--- src/core/sapr_map.vh ---
// Constants for the parallel readout and conversion sequencer.
// Assumes inclusion by bare name from core/ design files.
`ifndef SAPR_MAP_VH
`define SAPR_MAP_VH
// ----------------------------------------
// Timing
// ----------------------------------------
`define SAPR_CLK_PERIOD_NS 10
`define SAPR_CONV_TIME_NS 2000
`define SAPR_CONV_CYCLES ((`SAPR_CONV_TIME_NS + `SAPR_CLK_PERIOD_NS - 1) / `SAPR_CLK_PERIOD_NS)
// ----------------------------------------
// Result layout
// ----------------------------------------
`define SAPR_RES_W 16
`define SAPR_BYTE_W 8
`define SAPR_MSB 15
`define SAPR_RES_RESET 16'h0000
// ----------------------------------------
// Sequencer states
// ----------------------------------------
`define SAPR_ST_TRACK 1'b0
`define SAPR_ST_CONV 1'b1
`endif

--- src/core/sapr_readout.v ---
// Parallel control and readout of a 16-bit sampling SAR converter.
// Assumes host pins are synchronous to clk_in; the board resolves the bus level from enables.
// A stalled sample source holds busy low instead of dropping a word.
// Abort restarts the count; a buffered sample is kept for the next finish.
// Data lanes and enables are registered, so they trail the host pins by one cycle.
`timescale 1ns/10ps
`default_nettype none
`include "sapr_map.vh"
module sapr_readout #(
  parameter CONV_CYCLES = `SAPR_CONV_CYCLES,
  parameter RES_W = `SAPR_RES_W
) (
  // Clock and reset
  input wire clk_in,
  input wire arst_n_in,
  // Host control
  input wire cs_n_in,
  input wire rd_conv_n_in,
  input wire byte_sel_in,
  input wire byte_mode_in,
  // Sample source, two's complement
  input wire [RES_W-1:0] sample_in,
  input wire sample_valid_in,
  output reg sample_ready_out,
  // Host outputs
  output reg busy_n_out,
  output reg [RES_W-1:0] data_out,
  output reg [RES_W-1:0] data_oe_n_out
);
  // ----------------------------------------
  // Sizing
  // ----------------------------------------
  // Counter width covers the default count with margin; longer counts need a wider CW
  localparam CW = 24;
  localparam integer LAST_I = CONV_CYCLES - 1;
  // LAST is cut to the counter width on purpose
  localparam [CW-1:0] LAST = LAST_I[CW-1:0];

  // ----------------------------------------
  // State
  // ----------------------------------------
  reg cs_q;
  reg rc_q;
  reg state;
  reg [CW-1:0] count;
  reg [RES_W-1:0] result;
  // ----------------------------------------
  // Two-entry buffer on the sample path
  // ----------------------------------------
  reg [RES_W-1:0] buf_mem [0:1];
  reg [1:0] buf_cnt;
  reg buf_wr;
  reg buf_rd;
  wire buf_pop;
  wire [RES_W-1:0] buf_head;
  wire buf_valid;

  wire start_cmd;
  wire finish;
  wire drive;
  reg [RES_W-1:0] next_data;
  wire buf_take;
  wire [1:0] next_buf_cnt;

  // ----------------------------------------
  // Helpers
  // ----------------------------------------
  // A word moves only when both sides agree in the same cycle
  function sapr_take;
    input valid;
    input ready;
    begin
      sapr_take = valid & ready;
    end
  endfunction

  // Occupancy after an edge, given what moves in and what moves out
  function [1:0] sapr_next_cnt;
    input [1:0] cnt;
    input take;
    input pop;
    begin
      case ({take, pop})
        2'b10: sapr_next_cnt = cnt + 2'd1;
        2'b01: sapr_next_cnt = cnt - 2'd1;
        default: sapr_next_cnt = cnt;
      endcase
    end
  endfunction

  // ----------------------------------------
  // Command decode
  // ----------------------------------------
  // Conversion command: both lines low together, starting when the later of the two falls
  assign start_cmd = ~(cs_n_in | rd_conv_n_in) & (cs_q | rc_q);
  // Finishing also needs a sample; a stalled source holds busy low rather than drop data
  assign buf_valid = (buf_cnt != 2'd0);
  assign finish = (state == `SAPR_ST_CONV) && (count >= LAST) && buf_valid && !start_cmd;
  assign buf_pop = finish;
  assign buf_head = buf_mem[buf_rd];
  assign drive = ~cs_n_in & rd_conv_n_in;
  // Board-level three-state buffers take the per-bit enables below
  assign buf_take = sapr_take(sample_valid_in, sample_ready_out);
  assign next_buf_cnt = sapr_next_cnt(buf_cnt, buf_take, buf_pop);

  // ----------------------------------------
  // Buffer storage
  // ----------------------------------------

  always @(posedge clk_in or negedge arst_n_in) begin
    if (!arst_n_in) begin
      buf_cnt <= 2'd0;
      buf_wr <= 1'b0;
      buf_rd <= 1'b0;
      buf_mem[0] <= `SAPR_RES_RESET;
      buf_mem[1] <= `SAPR_RES_RESET;
      sample_ready_out <= 1'b0;
    end else begin
      if (buf_take) begin
        buf_mem[buf_wr] <= sample_in;
        buf_wr <= ~buf_wr;
      end
      if (buf_pop) begin
        buf_rd <= ~buf_rd;
      end
      buf_cnt <= next_buf_cnt;
      // Registered ready must judge room after this edge, or a third word slips in
      sample_ready_out <= (next_buf_cnt != 2'd2);
    end
  end

  // ----------------------------------------
  // Pin history
  // ----------------------------------------
  // Idle level is high, so pins already both low when reset releases start a conversion on the first edge
  always @(posedge clk_in or negedge arst_n_in) begin
    if (!arst_n_in) begin
      cs_q <= 1'b1;
      rc_q <= 1'b1;
    end else begin
      cs_q <= cs_n_in;
      rc_q <= rd_conv_n_in;
    end
  end

  // ----------------------------------------
  // Conversion sequencer
  // ----------------------------------------
  always @(posedge clk_in or negedge arst_n_in) begin
    if (!arst_n_in) begin
      state <= `SAPR_ST_TRACK;
      count <= {CW{1'b0}};
      result <= `SAPR_RES_RESET;
      busy_n_out <= 1'b1;
    end else begin
      case (state)
        `SAPR_ST_TRACK: begin
          if (start_cmd) begin
            state <= `SAPR_ST_CONV;
            count <= {CW{1'b0}};
            busy_n_out <= 1'b0;
          end
        end
        // Finish waits at the last count until a sample is buffered
        `SAPR_ST_CONV: begin
          if (start_cmd) begin
            count <= {CW{1'b0}};
          end else if (finish) begin
            result <= buf_head;
            state <= `SAPR_ST_TRACK;
            busy_n_out <= 1'b1;
          end else if (count < LAST) begin
            count <= count + {{(CW-1){1'b0}}, 1'b1};
          end
        end
        // Unreachable with one state bit; kept as a safe return
        default: begin
          state <= `SAPR_ST_TRACK;
          busy_n_out <= 1'b1;
        end
      endcase
    end
  end

  // ----------------------------------------
  // Output lanes
  // ----------------------------------------
  always @* begin
    next_data = result;
    if (byte_mode_in) begin
      if (!byte_sel_in) begin
        next_data = {{(RES_W-`SAPR_BYTE_W){1'b0}}, result[`SAPR_MSB:`SAPR_BYTE_W]};
      end else begin
        next_data = {{(RES_W-`SAPR_BYTE_W){1'b0}}, result[`SAPR_BYTE_W-1:0]};
      end
    end
  end

  // ----------------------------------------
  // Output register
  // ----------------------------------------
  // Enables go out registered, one cycle behind the pins
  always @(posedge clk_in or negedge arst_n_in) begin
    if (!arst_n_in) begin
      data_out <= `SAPR_RES_RESET;
      data_oe_n_out <= {RES_W{1'b1}};
    end else begin
      data_out <= next_data;
      data_oe_n_out <= {RES_W{~drive}};
    end
  end
endmodule // sapr_readout
`default_nettype wire

--- config.mk ---
export PLATFORM = sky130hd
export DESIGN_NAME = sapr_readout
export DESIGN_NICKNAME = d
export VERILOG_FILES = /design/src/core/sapr_readout.v
export VERILOG_INCLUDE_DIRS = /design/src /design/src/core
export SDC_FILE = /design/constraint.sdc
export NUM_CORES = 1
export LEC_CHECK = 0
export BUFFER_PORTS_ARGS = -buffer_cell sky130_fd_sc_hd__buf_2
export CORE_MARGIN = 1.5
export CORE_UTILIZATION = 46
export DETAILED_ROUTE_END_ITERATION = 7
export PLACE_DENSITY = 0.69
export SYNTH_ARGS = -nofsm -noshare
export SYNTH_HDL_FRONTEND = slang
export SYNTH_SLANG_ARGS = --single-unit
--- constraint.sdc ---
create_clock -name clk_in -period 2.35 [get_ports clk_in]
set_clock_uncertainty 0.2 [all_clocks]
set_input_delay 0.235 -clock clk_in [delete_from_list [all_inputs] [get_ports clk_in]]
set_output_delay 0.235 -clock clk_in [all_outputs]
set_load 0.1 [all_outputs]
==> results.toml, run 1 <==
[placed_design]
dpl.cell_count = 571
dp_hpwl_um = 6140
globalplace.congestion = 0.827
io_buffer_count = 56

[sta]
finalHoldViolations = 0
tns_ps = -13.3
worstMarginPinSlew_ps = 558
timing.final.ws_setup_ps = -13.3
max_freq_ghz = 0.423
setup_viol = 1
grt_setup_unrepaired = "true"
period_share_pct = 101
max-slew-margin-rel_pct = 62.4
drv_slew = 0
fin_crit_ps = 2360

[flow_run]
drv_cap = 0

[clock_network]
numCtsBuffers = 9
insertion_delay_ps = 360
clockBufferDepth = 2
cts_tree = "yes"
cts.sinks = 98
htree_levels = 3
root_buffer = "clkbuf_8"
clk_pin_slew_ps = 90

[layout]
fin_cells = 612
synthToLayoutAreaGrowth_pct = 27.4
final.fill_count = 739
drive_gt1_share_pct = 41.4
n_antenna_cell = 0
nets = 505

[yosys]
yosysMostFrequentCell = "dfrtp_1"
netlist.area_leader.share_pct = 52.6
ys_ff_latch = 98
syn_area_um2 = 4470
synth_mux_area_share_pct = 13.6
syn_area_per_cell_um2 = 11.4
synth_xor_xnor_area_share_pct = 0.783
netlist_instances = 391
synth_compound_area_share_pct = 12.9
synth_top_family_by_area = "multiplexers"
ys.flop_type = "dfrtp_1"
synth_fa_ha_area_share_pct = 1.12
synthTopCellsByCount = "dfrtp_1 (94), mux2_2 (40), o31ai_1 (39), nand2_1 (33), o21ai_0 (20)"
yosys_warnings = 0
seq_area_frac_synth_pct = 54.9
synth_area_leader_cell = "dfrtp_1"
synth_cell_types = 40
synth_edf_count = 0
ys_async_sr_fraction_pct = 100
ys_top_cells_by_area = "dfrtp_1 (53%), mux2_2 (10%), o31ai_1 (6.5%)"
synth_nets = 418
synth-simple-area-share_pct = 11.3

[min_path]
hp-class = "input pin to flop"

[worst_setup_path]
crit_buf_inv = 1
path_max_fanout = 6
endpoint_kind = "flop"
cpMostUsedCell = "or3_4"
path_class = "flop to flop"
cpLargestDelayFamily = "simple AND/OR/NAND/NOR gates"
worstPathArrival_ps = 2430
cp.required_ps = 2420
crit_path_start_kind = "flop"
slowest_stage = "dfstp_2"
max_stage_delay_ps = 540
critical_path.cell_chain = "nor2_2, or3_4, ha_4, o22a_1, or3_4, clkbuf_16, o31ai_2"

[global_routing]
grtUsageMet1_pct = 27.2
grt_pass1_vias = 3123
grt_util_met2_pct = 29.3
grt_pass1_wl_um = 15200
antenna_found_initial = 0
top_usage_layer = "met2"
use_met3_pct = 2.76
grt_overflow = 0
grtUsageTotal_pct = 18.9
grt_max_degree = 45

[outcome]
status = "finished with violations"
violations = "setup timing"

[power]
total_power_mw = 4.44
leakagePower_nw = 2.51
power_density_nw_per_um2 = 779
ir_drop_mv = 0.606

[floorplanning]
core_um2 = 9330
start_util_pct = 48.0
die_area_um2 = 10300
dieWidth_um = 102
num_io_pins = 57
rows = 35
die_h_um = 102

[detailed_routing]
viasPerCell = 5.36
vias = 3281
postRouteAntennaNets = 0
drtIter0Drc = 263
drt-total-wl_um = 9560
drcViolationCount = 0
dr.pass1.iters = 4
wire_per_inst_um = 15.6
[worst paths after layout]
kind                       slack, ps  depth (start not counted)                   from               endpoint
setup / recovery                 -10                          7         rc_q$_DFF_PN1_  count[13]$_DFFE_PN0P_
hold / removal                    50                          4        sample_valid_in     buf_wr$_DFFE_PN0P_
setup reg to reg                 -10                          7         rc_q$_DFF_PN1_  count[13]$_DFFE_PN0P_
hold reg to reg                  290                          2  result[7]$_DFFE_PN0P_  result[7]$_DFFE_PN0P_
max in group asynchronous       1140                          3              arst_n_in  count[15]$_DFFE_PN0P_
min in group asynchronous        180                          2              arst_n_in  count[18]$_DFFE_PN0P_
[where the power goes]
group | switching [mW] | total, mW | internal (mW)
logic | 0.594 | 1.18 | 0.584
registers | 0.183 | 2.22 | 2.04
clock network | 0.608 | 1.04 | 0.435
total | 1.39 | 4.44 | 3.06
[routing by layer]
layer	up-vias	part of all wire [%]
met5	-	0
met4	0	1.1
met3	10	3.8
met2	81	48
met1	1603	47
li1	1587	-
[placed cells by master, fill, tap and decap left out, types with 2 or more instances in the layout]
cell type      netlist  layout
o31ai_1             39      15
nor2_1              14      12
or2_2                2       2
o21ai_2              0       2
nand4_1              6       6
nand2b_1             7       7
nand3_1             12      12
mux2_2              40      40
and3_1               3       3
inv_1                2       2
o21ai_0             20      19
nor4_1               8       6
dfstp_2              4       4
and2_1               4       4
dfrtp_1             94      93
clkbuf_16            0       2
buf_2                2      55
o21ai_1              3       2
a41oi_1              2       2
a21oi_1              7       7
o41ai_2              0       3
mux2i_1             16      16
buf_4               15      35
nand2_1             33      33
nor2_2               0       2
clkbuf_8             0      10
nor2b_1              8       8
o31ai_2              0      21
dlygate4sd3_1        0      20
nor4_2               1       3
o31ai_4              0       3
buf_12               0       3
a31oi_1              5       5
xor2_1               2       2
or3_4                0       2
ha_4                 0       2
inv_6                0       3
[stage by stage]
stage | area [µm²] | hold slack (ps) | setup slack [ps] | util, %
2_1_floorplan | 4510 | -261 | -50.1 | -
3_3_place_gp | 5020 | 29.3 | 9.68 | 53.8
3_5_place_dp | 5020 | 33.9 | -65.0 | 53.8
4_1_cts | 5460 | 43.0 | 8.39 | 58.6
5_1_grt | 5700 | 37.6 | -168 | 61.1
6_report | 5700 | 53.2 | -13.3 | 61.1
[layout make-up]
cell class	instances	area (µm²)	area share [%]
clock buffer	10	138	2.41
clock inverter	6	53.8	0.944
inverter	2	7.51	0.132
multi-input combinational	251	2020	35.5
sequential	98	2460	43.1
tap	129	161	2.83
timing repair buffer	116	860	15.1
[timing repair]
item,in CTS,in global routing
endpoints found under the hold margin,77,0
cloned,0,3
setup endpoints to repair,4,23
hold buffers,20,0
resized for setup,7,31
pin swaps,4,4
setup buffers,0,2
[logic make-up (layout without fill, tap and decap cells)]
family,Yosys count,count (layout)
XOR/XNOR,4,4
buffers and inverters,42,134
AO/OA/AOI/OAI,86,86
adder cells (fa/ha/maj),4,4
multiplexers,56,56
AND/OR/NAND/NOR,101,101
flip-flops,98,98
[state kept, by name, indices dropped and copies added, names as in the netlist]
name / count
busy_n_out: 1
buf_cnt: 2
result: 16
data_out: 16
rc_q: 1
state: 1
buf_wr: 1
sample_ready_out: 1
data_oe_n_out: 1
buf_rd: 1
cs_q: 1
buf_mem: 32
count: 24
[worst register-to-register path: stages, from the launching register on]
cell and delay [ps]:
dfstp_2 540, nor2_2 40, or3_4 350, ha_4 170
o22a_1 180, or3_4 400, clkbuf_16 190, o31ai_2 210
(Power assumes the default switching activity.)
==> run 2: changes to the inputs <==
--- a/config.mk
+++ b/config.mk
@@ -11,6 +11,7 @@
 export CORE_UTILIZATION = 46
 export DETAILED_ROUTE_END_ITERATION = 7
 export PLACE_DENSITY = 0.69
+export RECOVER_POWER = 50
 export SYNTH_ARGS = -nofsm -noshare
 export SYNTH_HDL_FRONTEND = slang
 export SYNTH_SLANG_ARGS = --single-unit
==> constraint.sdc (replaced) <==
create_clock -name clk_in -period 2.35 [get_ports clk_in]
set_clock_uncertainty 0.2 [all_clocks]
set_input_delay 0 -clock clk_in [delete_from_list [all_inputs] [get_ports clk_in]]
set_output_delay 0 -clock clk_in [all_outputs]
set_load 0.1 [all_outputs]
==> run 2 against run 1 <==
Effect of this change: the run now ends clean; combinational power is 5% lower; die area unchanged; count of clock-buffer cells in the layout down 1; first-iteration DRC count down 25%; critical path type unchanged; highest routed layer unchanged.
==> results.toml, run 2 (synthesis gave the netlist of run 1 again) <==
[sta]
fin_crit_ps = 2300
setup_viol = 0
period_share_pct = 98.0
max_freq_ghz = 0.434
worstMarginPinSlew_ps = 1200
grt_setup_unrepaired = "true"
max-slew-margin-rel_pct = 20.6
drv_slew = 0
finalHoldViolations = 0

[clock_network]
cts.sinks = 98
numCtsBuffers = 9
insertion_delay_ps = 360
htree_levels = 3
clk_pin_slew_ps = 100
root_buffer = "clkbuf_8"
cts_tree = "yes"
clockBufferDepth = 2

[worst_setup_path]
cp.required_ps = 2400
worstPathArrival_ps = 2350
crit_buf_inv = 0
critical_path.startpoint = "count[0]$_DFFE_PN0P_"
reg2reg_from = "count[0]$_DFFE_PN0P_"
max_stage_delay_ps = 400
critical_path.cell_chain = "ha_2, a2111oi_2, nor2_1, o21a_1, ha_4, xnor2_1, nor2_2, xor2_1, nand2b_1"
path_class = "flop to flop"
cpLargestDelayFamily = "compound AO/OA/AOI/OAI gates"
path_max_fanout = 3
slowest_stage = "dfrtp_1"
endpoint_kind = "flop"
crit_path_start_kind = "flop"

[power]
seqPwrFrac_pct = 51.3
ir_drop_mv = 0.517
p_switching_mw = 1.36
total_power_mw = 4.34
p_int_mw = 2.98
power_frac_clock_pct = 23.0
p_comb_share_pct = 25.7
p_sw_share_pct = 31.3
power_density_nw_per_um2 = 789
leakagePower_nw = 2.40

[floorplanning]
dieWidth_um = 102
num_io_pins = 57
die_h_um = 102
die_area_um2 = 10300
core_um2 = 9330
start_util_pct = 48.0
rows = 35

[detailed_routing]
drt-total-wl_um = 9410
wire_per_inst_um = 15.5
drcViolationCount = 0
postRouteAntennaNets = 0
drtIter0Drc = 197
vias = 3327
viasPerCell = 5.49
dr.pass1.iters = 5

[global_routing]
grt_pass1_vias = 3107
grt_max_degree = 64
grtUsageTotal_pct = 19.1
antenna_found_initial = 0
grt_overflow = 0
grt_pass1_wl_um = 15200

[min_path]
hold_start = "byte_sel_in"
hp-class = "input pin to flop"

[layout]
final_common_cell = "dfrtp_1"
n_antenna_cell = 0
final.fill_count = 797
fin_util_pct = 59.0
layout_common_cells = "dfrtp_1 (93), buf_2 (47), mux2_2 (40)"
drive_gt1_share_pct = 36.1
nets = 500
largest-register = "buf_mem"
synthToLayoutAreaGrowth_pct = 22.9
top_regs = "buf_mem (32), count (24)"
largest_register_ffs = 32

[placed_design]
dp_hpwl_um = 6240
io_buffer_count = 56
globalplace.congestion = 0.840

[outcome]
status = "finished, final reports clean"

[flow_run]
drv_cap = 0
## run 2: changes by cell type in the layout (fill, tap and decap cells not counted), moves of 2 or more
cell           previous run  this run
o31ai_4                   3         0
o31ai_1                  15        24
o21ai_2                   2         0
clkbuf_16                 2         0
clkbuf_1                  0         9
buf_4                    35        28
o31ai_2                  21        15
buf_2                    55        47
dlygate4sd3_1            20        22
buf_12                    3         1
## run 2: worst reg2reg max path, cell delays in order (launching register included)
cell and delay (ps):
dfrtp_1 400, ha_2 210, a2111oi_2 300, nor2_1 130, o21a_1 250, ha_4 180, xnor2_1 190, nor2_2 60
xor2_1 210, nand2b_1 70
## run 2: final timing paths
check                                                   to  slack [ps]  cells past startpoint
worst max-delay path            sample_ready_out$_DFF_PN0_          50                      9
worst min-delay path                 data_out[5]$_DFF_PN0_          50                      3
worst max register to register  sample_ready_out$_DFF_PN0_          50                      9
worst min register to register       result[7]$_DFFE_PN0P_         290                      2
max in group asynchronous          buf_mem[31]$_DFFE_PN0P_         400                      4
min in group asynchronous                   rc_q$_DFF_PN1_         660                      3
## run 2: power groups by stage
stage	Combinational [mW]	Clock, mW	Sequential (mW)
2_1_floorplan	0.747	0	2.28
3_3_place_gp	1.03	0	2.23
3_5_place_dp	1.07	0	2.26
4_1_cts	1.10	1.03	2.23
5_1_grt	1.21	1.09	2.28
6_report	1.12	0.996	2.23
## run 2: cell type report
type / instances / area, µm² / area share, %
flip-flops and latches: 98 / 2460 / 44.7
clock buffers: 9 / 124 / 2.25
multi-input cells: 251 / 1940 / 35.3
well taps: 129 / 161 / 2.94
repair buffers: 111 / 754 / 13.7
clock inverters: 6 / 50.0 / 0.910
inverters: 2 / 7.51 / 0.137
## run 2: what timing repair did
action / in CTS / in global routing
hold buffers: 23 / 0
endpoints found under the hold margin: 143 / 0
endpoints found under the setup margin: 0 / 21
setup buffers: 0 / 1
resized for setup: 0 / 25
## run 2: per-stage QoR
stage	instances	hold WS [ps]	setup TNS, ps	instance area [µm²]	worst slack (ps)
finish	606	51.3	0	5500	46.6
global route	606	99.6	-192	5500	-39.6
CTS	605	47.5	0	5390	0.256
detailed placement	567	-207	0	4980	22.6
global placement	567	-210	0	4980	80.6
floorplan	391	-496	-346	4510	-50.1
## run 2: metal layers
layer / routed length [µm] / up-vias / global-route usage (%) / share of wire, %
met5: 0 / - / 0 / 0
met4: 104 / 0 / 6.09 / 1.1
met3: 466 / 9 / 3.52 / 5.0
met2: 4390 / 106 / 28.1 / 47
met1: 4450 / 1644 / 28.6 / 47
li1: - / 1568 / - / -
